--- src/spi_sel_map.svh ---
// register offsets, field positions and reset values of the select block
// assumes: included by bare name into the design file after the package
`ifndef SPI_SEL_MAP_SVH
`define SPI_SEL_MAP_SVH

// ----------------------------------------
// register byte offsets
// ----------------------------------------
`define OFF_CTRL 8'h00
`define OFF_MODE 8'h04
`define OFF_RDR 8'h08
`define OFF_THW 8'h0c
`define OFF_STAT 8'h10
`define OFF_CFG_HI 4'h3

// ----------------------------------------
// control register bits
// ----------------------------------------
`define CTRL_EN_BIT 0
`define CTRL_DIS_BIT 1
`define CTRL_LAST_BIT 24

// ----------------------------------------
// mode register fields
// ----------------------------------------
`define MODE_VAR_BIT 1
`define MODE_DEC_BIT 2
`define MODE_SEL_LSB 16
`define MODE_BCS_LSB 24
`define MODE_RESET 32'h0000_0000

// ----------------------------------------
// transmit word fields
// ----------------------------------------
`define THW_SEL_LSB 16
`define THW_LAST_BIT 24

// ----------------------------------------
// per-select configuration fields
// ----------------------------------------
`define CFG_FORCE_BIT 2
`define CFG_HOLD_BIT 3
`define CFG_BITS_LSB 4
`define CFG_DIV_LSB 8
`define CFG_IWD_LSB 24
`define CFG_RESET 32'h0000_0000

// ----------------------------------------
// status register bits
// ----------------------------------------
`define STAT_HE_BIT 1
`define STAT_TI_BIT 9
`define STAT_EN_BIT 16

`define SEL_IDLE 4'hf
`define MIN_BITS 5'd8
`define MAX_BITS 5'd16

`endif

--- src/spi_sel_pkg.sv ---
// types shared by the select block
// assumes: compiled before the design file
package spi_sel_pkg;

  // one-hot sequencer states
  typedef enum logic [3:0] {
    ST_IDLE  = 4'b0001,
    ST_GAP   = 4'b0010,
    ST_SHIFT = 4'b0100,
    ST_WDLY  = 4'b1000
  } sel_state_e;

endpackage : spi_sel_pkg

--- src/spi_master_peripheral_select.sv ---
// spi master select control: apb registers, select sequencing, word shifter
// assumes: apb3 master on pclk, miso from a foreign domain, slaves on sel lines
`timescale 1ns/10ps
`include "spi_sel_map.svh"

module spi_master_peripheral_select
  import spi_sel_pkg::*;
(
  // clock, reset, enable
  input wire logic pclk,
  input wire logic presetn,
  input wire logic ce,
  // apb slave
  input wire logic psel,
  input wire logic penable,
  input wire logic pwrite,
  input wire logic [7:0] paddr,
  input wire logic [31:0] pwdata,
  output logic [31:0] prdata,
  output logic pready,
  output logic pslverr,
  // serial link
  output logic sclk,
  output logic mosi,
  input wire logic miso,
  output logic [3:0] peripheral_select_n,
  // dma request follows the holding empty flag
  output logic tx_dma_req
);

  // ----------------------------------------
  // state
  // ----------------------------------------
  logic [31:0] mode_q;
  logic [31:0] cfg_q [4];
  logic [31:0] thw_q;
  logic thw_full_q;
  // registered copy of the empty flag so the dma request comes from a flop
  logic thw_empty_q;
  logic enabled_q;
  logic last_req_q;
  logic [15:0] rdr_q;
  sel_state_e state_q;
  logic [3:0] sel_n_q;
  logic sel_on_q;
  logic [3:0] cur_lines_q;
  logic [1:0] cur_cfg_q;
  logic last_word_q;
  logic [7:0] cnt_q;
  logic [4:0] bit_q;
  logic [15:0] sh_q;
  logic [15:0] rx_q;
  logic sclk_q;
  logic mosi_q;
  logic miso_m_q;
  logic miso_s_q;
  logic pready_q;
  logic pslverr_q;
  logic [31:0] prdata_q;

  // ----------------------------------------
  // apb decode
  // ----------------------------------------
  wire access = psel & penable;
  wire wr_done = access & pready_q & pwrite;
  wire hit_ctrl = paddr == `OFF_CTRL;
  wire hit_mode = paddr == `OFF_MODE;
  wire hit_rdr = paddr == `OFF_RDR;
  wire hit_thw = paddr == `OFF_THW;
  wire hit_stat = paddr == `OFF_STAT;
  wire hit_cfg = (paddr[7:4] == `OFF_CFG_HI) & (paddr[1:0] == 2'b00);
  wire [1:0] cfg_idx = paddr[3:2];
  wire rd_ok = hit_mode | hit_rdr | hit_stat | hit_cfg;
  wire wr_ok = hit_ctrl | hit_mode | hit_thw | hit_cfg;
  wire map_ok = pwrite ? wr_ok : rd_ok;
  wire wr_ctrl = wr_done & hit_ctrl;
  wire wr_thw = wr_done & hit_thw;
  wire wr_en = wr_ctrl & pwdata[`CTRL_EN_BIT];
  wire wr_dis = wr_ctrl & pwdata[`CTRL_DIS_BIT];
  wire wr_last = wr_ctrl & pwdata[`CTRL_LAST_BIT];
  wire tx_idle = (state_q == ST_IDLE) & ~thw_full_q;
  // status: holding empty, transmitter idle, enabled
  wire [31:0] stat_word = {15'h0000, enabled_q, 6'h00, tx_idle, 7'h00,
                           ~thw_full_q, 1'b0};
  wire [31:0] rd_word = hit_mode ? mode_q :
                        hit_rdr ? {16'h0000, rdr_q} :
                        hit_stat ? stat_word :
                        hit_cfg ? cfg_q[cfg_idx] : 32'h0000_0000;

  // ----------------------------------------
  // next word target
  // ----------------------------------------
  wire var_mode = mode_q[`MODE_VAR_BIT];
  wire dec_mode = mode_q[`MODE_DEC_BIT];
  // word fields are ignored in fixed mode
  wire [3:0] raw_sel = var_mode ? thw_q[`THW_SEL_LSB +: 4]
                                : mode_q[`MODE_SEL_LSB +: 4];
  // lowest zero bit wins so at most one line goes low
  wire [1:0] low_idx = ~raw_sel[0] ? 2'd0 :
                       ~raw_sel[1] ? 2'd1 :
                       ~raw_sel[2] ? 2'd2 : 2'd3;
  wire [3:0] one_low = ~(4'h1 << low_idx);
  // decode mode passes the raw code; an all-ones code looks idle
  wire [3:0] nxt_lines = dec_mode ? raw_sel : one_low;
  wire [1:0] nxt_cfg = dec_mode ? raw_sel[3:2] : low_idx;
  wire nxt_last = var_mode & thw_q[`THW_LAST_BIT];
  wire [31:0] ncfg = cfg_q[nxt_cfg];
  wire [31:0] ccfg = cfg_q[cur_cfg_q];

  // bit counts above sixteen are clamped to sixteen
  wire [4:0] nbits_raw = {1'b0, ncfg[`CFG_BITS_LSB +: 4]} + `MIN_BITS;
  wire [4:0] nbits = (nbits_raw > `MAX_BITS) ? `MAX_BITS : nbits_raw;
  wire [4:0] cbits_raw = {1'b0, ccfg[`CFG_BITS_LSB +: 4]} + `MIN_BITS;
  wire [4:0] cbits = (cbits_raw > `MAX_BITS) ? `MAX_BITS : cbits_raw;
  wire [7:0] ndiv = (ncfg[`CFG_DIV_LSB +: 8] == 8'h00) ? 8'h01 : ncfg[`CFG_DIV_LSB +: 8];
  wire [7:0] cdiv = (ccfg[`CFG_DIV_LSB +: 8] == 8'h00) ? 8'h01 : ccfg[`CFG_DIV_LSB +: 8];
  // only the low data bits shift; width of the bus write does not matter
  wire [15:0] ndata = thw_q[15:0] << (5'd16 - nbits);
  // hold and force deselect come from the config of the word in flight
  wire hold = ccfg[`CFG_HOLD_BIT];
  wire force_gap = ccfg[`CFG_FORCE_BIT] & ~hold;
  wire end_frame = last_word_q | last_req_q | ~enabled_q;
  wire can_load = thw_full_q & enabled_q;
  wire same_sel = nxt_lines == cur_lines_q;
  wire keep_sel = same_sel & ~force_gap & ~end_frame;
  wire load_idle = can_load & (~sel_on_q | same_sel);
  wire half_tick = cnt_q == 8'h00;
  wire last_edge = sclk_q & (bit_q == cbits - 5'd1);

  // ----------------------------------------
  // apb answer: one wait cycle, then ready
  // ----------------------------------------
  // registered ready costs a wait state but keeps decode off the ready path
  always_ff @(posedge pclk or negedge presetn) begin
    if (!presetn) begin
      pready_q <= 1'b0;
      pslverr_q <= 1'b0;
      prdata_q <= 32'h0000_0000;
    end else if (ce) begin
      pready_q <= access & ~pready_q;
      pslverr_q <= access & ~pready_q & ~map_ok;
      prdata_q <= (access & ~pready_q & ~pwrite) ? rd_word : 32'h0000_0000;
    end
  end

  // ----------------------------------------
  // software registers
  // ----------------------------------------
  // disable leaves mode and configs as they are
  always_ff @(posedge pclk or negedge presetn) begin
    if (!presetn) begin
      mode_q <= `MODE_RESET;
      cfg_q <= '{default: `CFG_RESET};
      enabled_q <= 1'b0;
    end else if (ce) begin
      if (wr_done & hit_mode) begin
        mode_q <= pwdata;
      end
      if (wr_done & hit_cfg) begin
        cfg_q[cfg_idx] <= pwdata;
      end
      if (wr_dis) begin
        enabled_q <= 1'b0;
      end else if (wr_en) begin
        enabled_q <= 1'b1;
      end
    end
  end

  // ----------------------------------------
  // miso synchroniser
  // ----------------------------------------
  // only the second flop feeds the shifter; the first may be metastable
  always_ff @(posedge pclk or negedge presetn) begin
    if (!presetn) begin
      miso_m_q <= 1'b0;
      miso_s_q <= 1'b0;
    end else if (ce) begin
      miso_m_q <= miso;
      miso_s_q <= miso_m_q;
    end
  end

  // ----------------------------------------
  // select sequencer and shifter
  // ----------------------------------------
  // holding word and last request: a new write wins over the consuming clear
  always_ff @(posedge pclk or negedge presetn) begin
    if (!presetn) begin
      state_q <= ST_IDLE;
      thw_q <= 32'h0000_0000;
      thw_full_q <= 1'b0;
      thw_empty_q <= 1'b1;
      last_req_q <= 1'b0;
      sel_n_q <= `SEL_IDLE;
      sel_on_q <= 1'b0;
      cur_lines_q <= `SEL_IDLE;
      cur_cfg_q <= 2'd0;
      last_word_q <= 1'b0;
      cnt_q <= 8'h00;
      bit_q <= 5'd0;
      sh_q <= 16'h0000;
      rx_q <= 16'h0000;
      rdr_q <= 16'h0000;
      sclk_q <= 1'b0;
      mosi_q <= 1'b0;
    end else if (ce) begin
      case (state_q)
        ST_IDLE: begin
          if (load_idle) begin
            state_q <= ST_SHIFT;
          end else if (can_load) begin
            // another select is held: drop it first
            sel_n_q <= `SEL_IDLE;
            sel_on_q <= 1'b0;
            cnt_q <= mode_q[`MODE_BCS_LSB +: 8];
            state_q <= ST_GAP;
          end else if (sel_on_q & (~enabled_q | last_req_q)) begin
            sel_n_q <= `SEL_IDLE;
            sel_on_q <= 1'b0;
          end
        end
        // select stays released for the between-selects delay
        ST_GAP: begin
          cnt_q <= cnt_q - 8'h01;
          if (half_tick & can_load) begin
            state_q <= ST_SHIFT;
          end else if (half_tick) begin
            state_q <= ST_IDLE;
          end
        end
        // rising half samples miso, falling half shifts mosi
        ST_SHIFT: begin
          cnt_q <= cnt_q - 8'h01;
          if (half_tick) begin
            cnt_q <= cdiv - 8'h01;
            sclk_q <= ~sclk_q;
            if (~sclk_q) begin
              rx_q <= {rx_q[14:0], miso_s_q};
            end else if (last_edge) begin
              rdr_q <= rx_q;
              cnt_q <= ccfg[`CFG_IWD_LSB +: 8];
              state_q <= ST_WDLY;
            end else begin
              sh_q <= {sh_q[14:0], 1'b0};
              mosi_q <= sh_q[14];
              bit_q <= bit_q + 5'd1;
            end
          end
        end
        // word end: keep, swap or release the select
        ST_WDLY: begin
          cnt_q <= cnt_q - 8'h01;
          if (half_tick) begin
            if (can_load & keep_sel) begin
              state_q <= ST_SHIFT;
            end else if (can_load) begin
              sel_n_q <= `SEL_IDLE;
              sel_on_q <= 1'b0;
              cnt_q <= mode_q[`MODE_BCS_LSB +: 8];
              state_q <= ST_GAP;
            end else begin
              // held only by the hold bit and not at a frame end
              if (~hold | end_frame) begin
                sel_n_q <= `SEL_IDLE;
                sel_on_q <= 1'b0;
              end
              state_q <= ST_IDLE;
            end
            last_word_q <= 1'b0;
          end
        end
        default: begin
          state_q <= ST_IDLE;
          sel_n_q <= `SEL_IDLE;
          sel_on_q <= 1'b0;
        end
      endcase
      // word load: holding register moves into the shifter
      if (((state_q == ST_IDLE) & load_idle) | ((state_q == ST_GAP) & half_tick & can_load) |
          ((state_q == ST_WDLY) & half_tick & can_load & keep_sel)) begin
        thw_full_q <= 1'b0;
        thw_empty_q <= 1'b1;
        sh_q <= ndata;
        // short words leave zeros above their bits in the receive word
        rx_q <= 16'h0000;
        mosi_q <= ndata[15];
        sel_n_q <= nxt_lines;
        sel_on_q <= 1'b1;
        cur_lines_q <= nxt_lines;
        cur_cfg_q <= nxt_cfg;
        last_word_q <= nxt_last;
        cnt_q <= ndiv - 8'h01;
        bit_q <= 5'd0;
        sclk_q <= 1'b0;
      end
      if ((state_q == ST_WDLY) & half_tick) begin
        last_req_q <= 1'b0;
      end else if ((state_q == ST_IDLE) & sel_on_q & last_req_q & ~can_load) begin
        last_req_q <= 1'b0;
      end
      if (wr_last) begin
        last_req_q <= 1'b1;
      end
      if (wr_thw) begin
        thw_q <= pwdata;
        thw_full_q <= 1'b1;
        thw_empty_q <= 1'b0;
      end
    end
  end

  // ----------------------------------------
  // outputs straight from flops
  // ----------------------------------------
  assign prdata = prdata_q;
  assign pready = pready_q;
  assign pslverr = pslverr_q;
  assign sclk = sclk_q;
  assign mosi = mosi_q;
  assign peripheral_select_n = sel_n_q;
  assign tx_dma_req = thw_empty_q;  // dma asks while the holding word can take a write

endmodule : spi_master_peripheral_select

--- config.mk ---
export PLATFORM = sky130hd
export DESIGN_NAME = spi_master_peripheral_select
export DESIGN_NICKNAME = d
export VERILOG_FILES = /design/src/spi_sel_pkg.sv /design/src/spi_master_peripheral_select.sv
export VERILOG_INCLUDE_DIRS = /design/src
export SDC_FILE = /design/constraint.sdc
export NUM_CORES = 1
export LEC_CHECK = 0
export BUFFER_PORTS_ARGS = -buffer_cell sky130_fd_sc_hd__clkbuf_2
export CAP_MARGIN = 20
export CORE_UTILIZATION = 66
export CTS_BUF_LIST = sky130_fd_sc_hd__clkbuf_4 sky130_fd_sc_hd__clkbuf_8 sky130_fd_sc_hd__clkbuf_16
export DETAILED_ROUTE_END_ITERATION = 16
export HOLD_SLACK_MARGIN = 0.06
export PLACE_DENSITY = 0.85
export SETUP_SLACK_MARGIN = 0.02
export SLEW_MARGIN = 25
export SYNTH_ARGS = -nofsm -noshare
export SYNTH_HDL_FRONTEND = slang
export SYNTH_SLANG_ARGS = --single-unit
--- constraint.sdc ---
create_clock -name pclk -period 11.6 [get_ports pclk]
set_input_delay 1.16 -clock pclk [delete_from_list [all_inputs] [get_ports pclk]]
set_output_delay 1.16 -clock pclk [all_outputs]
set_load 0.005 [all_outputs]
==> summary.md <==
| Metric | Value |
|---|---|
| Synth warn | 0 |
| Tcrit/Tclk final | 0.437 |
| EDFF count, synth | 0 |
| Placed Cells | 1676 |
| Crit path required time | 12020 ps |
| Register Area | 7490 µm² |
| Setup crit end kind | flip-flop |
| Slowest CP cell | ha_1 |
| Synth top area share | 0.451 |
| Synth area leader | dfrtp_1 |
| Antenna Violating Nets Remaining | 0 |
| Max H-tree Level | 1 |
| Final min period | 5070 ps |
| Cell row count | 56 |
| Post-CTS Resized | 0 |
| CP peak stage delay | 740 ps |
| Post-CTS Setup Inserts | 0 |
| # nets final | 1444 |
| Final std cells w/o fill | 1735 |
| First-pass GRT wire length | 65900 µm |
| Top_reg_cell synth | dfrtp_1 |
| CTS tree | yes |
| Worst-Margin Slew | 1120 ps |
| Final Instance Area | 17800 µm² |
| Ys async rst share | 1.00 |
| Power Density | 133 nW/µm² |
| Hold Path Cell Cnt | 2 |
| CP Max Fanout | 20 |
| Clock Pin Slew Worst Setup and Hold Paths | 70 ps |
| Die Width | 158 µm |
| Total die area | 24900 µm² |
| Maxcap violations | 0 |
| Seq/Total Area, Yosys | 0.467 |
| Pins Over Slew Limit | 0 |
| Buffers on Ports | 87 |
| Post-synth cell types | 89 |
| Mapped Nets | 1391 |
| F_max | 197 MHz |
| WP data arrival | 5490 ps |
| DRC Markers | 0 |
| Total Wirelength | 42000 µm |
| # fillers | 1493 |
| Initial DRC count | 1292 |
| Sinks on Clock Net | 299 |
| Maximum count of clock buffers along a single path | 3 |
| Crit Path Class | reg2reg |
| Share of cells above drive strength 1 | 0.330 |
| Mean post-synth cell area | 12.0 µm² |
| Clk root buf | clkbuf_16 |
| R2R cell count | 11 |
| Leak | 8.23 nW |
| Unrepaired setup endpoints after global routing | false |
| Largest net degree at the start of global routing | 177 |
| GR Overflow Total | 0 |
| Antenna cell count | 0 |
| Initial Utilization | 0.677 |
| Peak VDD IR | 131 µV |
| Synth Instances | 1338 |
| Setup TNS | 0 ps |
| RD Place Congestion | 0.982 |
| Clk Latency, worst-skew pair | 570 ps |
| Core area | 23700 µm² |
| Worst Hold Class | reg2reg |
| Area Growth Syn to Fin | 10.9% |
| Post-DR wirelength/cell | 24.2 µm |
| Inserted Clock Buffers | 31 |
| Hold_buf cts | 0 |
| Top post-synthesis cells by area | dfrtp_1 (45%), mux2_2 (13%), mux4_2 (8.6%) |
| Via count | 11.8k |
| I/O pin count | 88 |
| Status | completed |
| Placed inst area | 16700 µm² |
| Setup Skew | 29.9 ps |
| Area of the mapped netlist | 16000 µm² |
| Worst path cell trace | nand3b_1, a32o_1, buf_4, mux2i_1, a21oi_1, nand2_1, ha_1, mux4_2, and2_1, o311ai_0, a31oi_2 |
| Multi-input logic area | 8010 µm² |
| Setup Viol. Count Final | 0 |
| Via/cell ratio | 6.78 |
| Antenna violations before repair | 0 |
| FF+latch count, synth | 299 |
| Detailed Place HPWL | 27500 µm |
| Final Hold Vio Count | 0 |
| Slew headroom | 0.252 |
| Startpoint types | flip-flop |
| GRT Util Overall | 0.348 |
| Die H | 158 µm |
| Number of global-route vias before repair | 11.6k |
| DRT Pass-1 Iters | 5 |
## flip-flops by register name, indices dropped and copies added (netlist names), 5 cells and up
register	cells
rx_q	16
prdata	32
cfg_q	128
thw_q	21
cnt_q	8
mode_q	32
rdr_q	16
bit_q	5
sh_q	15
## per-stage QoR
step           power, mW  setup slack (ps)  utilization  hold slack, ps
2_1_floorplan       1.25              7560            -             446
3_3_place_gp        1.33              6830        0.704             457
3_5_place_dp        1.33              6670        0.704             469
4_1_cts             2.36              6630        0.750             487
5_1_grt             2.43              6210        0.751             498
6_report            2.36              6530        0.751             484
## cell families (layout without fill, tap and decap cells)
family                     after synthesis  in the layout  synth area share
AOI/OAI and AO/OA                      270            270             0.121
and+or+nand+nor                        277            277            0.0877
DFF                                    299            299             0.467
adders and majority gates                6              6           0.00468
xor gates and xnor gates                22             22            0.0120
buffers and inverters                  133            211            0.0357
muxes                                  331            331             0.271
## worst max-delay path, delay by kind of cell, from the launching register on
| kind | cells | cell delay, ps |
|---|---|---|
| simple gates | 3 | 490 |
| buf+inv | 1 | 400 |
| mux | 2 | 710 |
| flops | 1 | 690 |
| fa+ha+maj | 1 | 740 |
| compound gates | 4 | 1900 |
## path summary, 6_finish.rpt
check	start	to	slack, ps
min in group asynchronous	presetn	prdata[10]$_DFFE_PN0P_	500
worst max register to register	mode_q[2]$_DFFE_PN0P_	sh_q[13]$_DFFE_PN0P_	6530
worst min-delay path	miso_s_q$_DFFE_PN0P_	rx_q[0]$_DFFE_PN0P_	480
worst min register to register	miso_s_q$_DFFE_PN0P_	rx_q[0]$_DFFE_PN0P_	480
max in group asynchronous	presetn	prdata[27]$_DFFE_PN0P_	9850
worst max-delay path	mode_q[2]$_DFFE_PN0P_	sh_q[13]$_DFFE_PN0P_	6530
## layout make-up
cell class                      count  share of cell area
Clock buffer                       45              0.0523
Tap cell                          319              0.0224
Multi-Input combinational cell    906               0.450
Clock inverter                     13             0.00837
Inverter                           45             0.00949
Timing Repair Buffer              108              0.0357
Sequential cell                   299               0.421
## Yosys cell counts (all sizes together) (13+ instances only)
cell type	number
mux4	61
mux2	210
nor2	78
mux2i	60
nand2	80
buf	37
dfrtp	289
clkbuf	51
o21ai	49
a22o	20
inv	45
o22ai	39
nand3	20
a31oi	13
a22oi	18
a21oi	46
nor3	17
## report_power, final
group / internal [mW] / switching, mW
clock: 0.622 / 0.424
combinational: 0.0799 / 0.146
sequential: 1.06 / 0.0289
## cell usage in the layout, fill, tap and decap left out, types with 10 or more instances in the layout
cell type  count
clkbuf_2      86
o21ai_0       38
mux4_2        61
mux2_1        29
xor2_1        12
a22o_1        20
inv_1         45
nand2_1       79
xnor2_1       10
a21oi_1       37
mux2_2       180
nor3_1        15
o22ai_1       39
a22oi_1       18
dfstp_2       10
nor2b_1       12
nor2_1        70
a31oi_1       11
mux2i_1       57
dfrtp_1      289
buf_4         19
nand3_1       20
clkbuf_16     31
## metal layers
| layer | routed length [µm] | vias to the layer above | GRT usage |
|---|---|---|---|
| met1 | 17200 | 5903 | 0.500 |
| met4 | 1350 | 0 | 0.118 |
| met5 | 0 | - | 0 |
| met2 | 19700 | 624 | 0.543 |
| met3 | 3660 | 111 | 0.0553 |
| li1 | - | 5127 | - |
No activity file was read; power rests on OpenSTA's default activity.
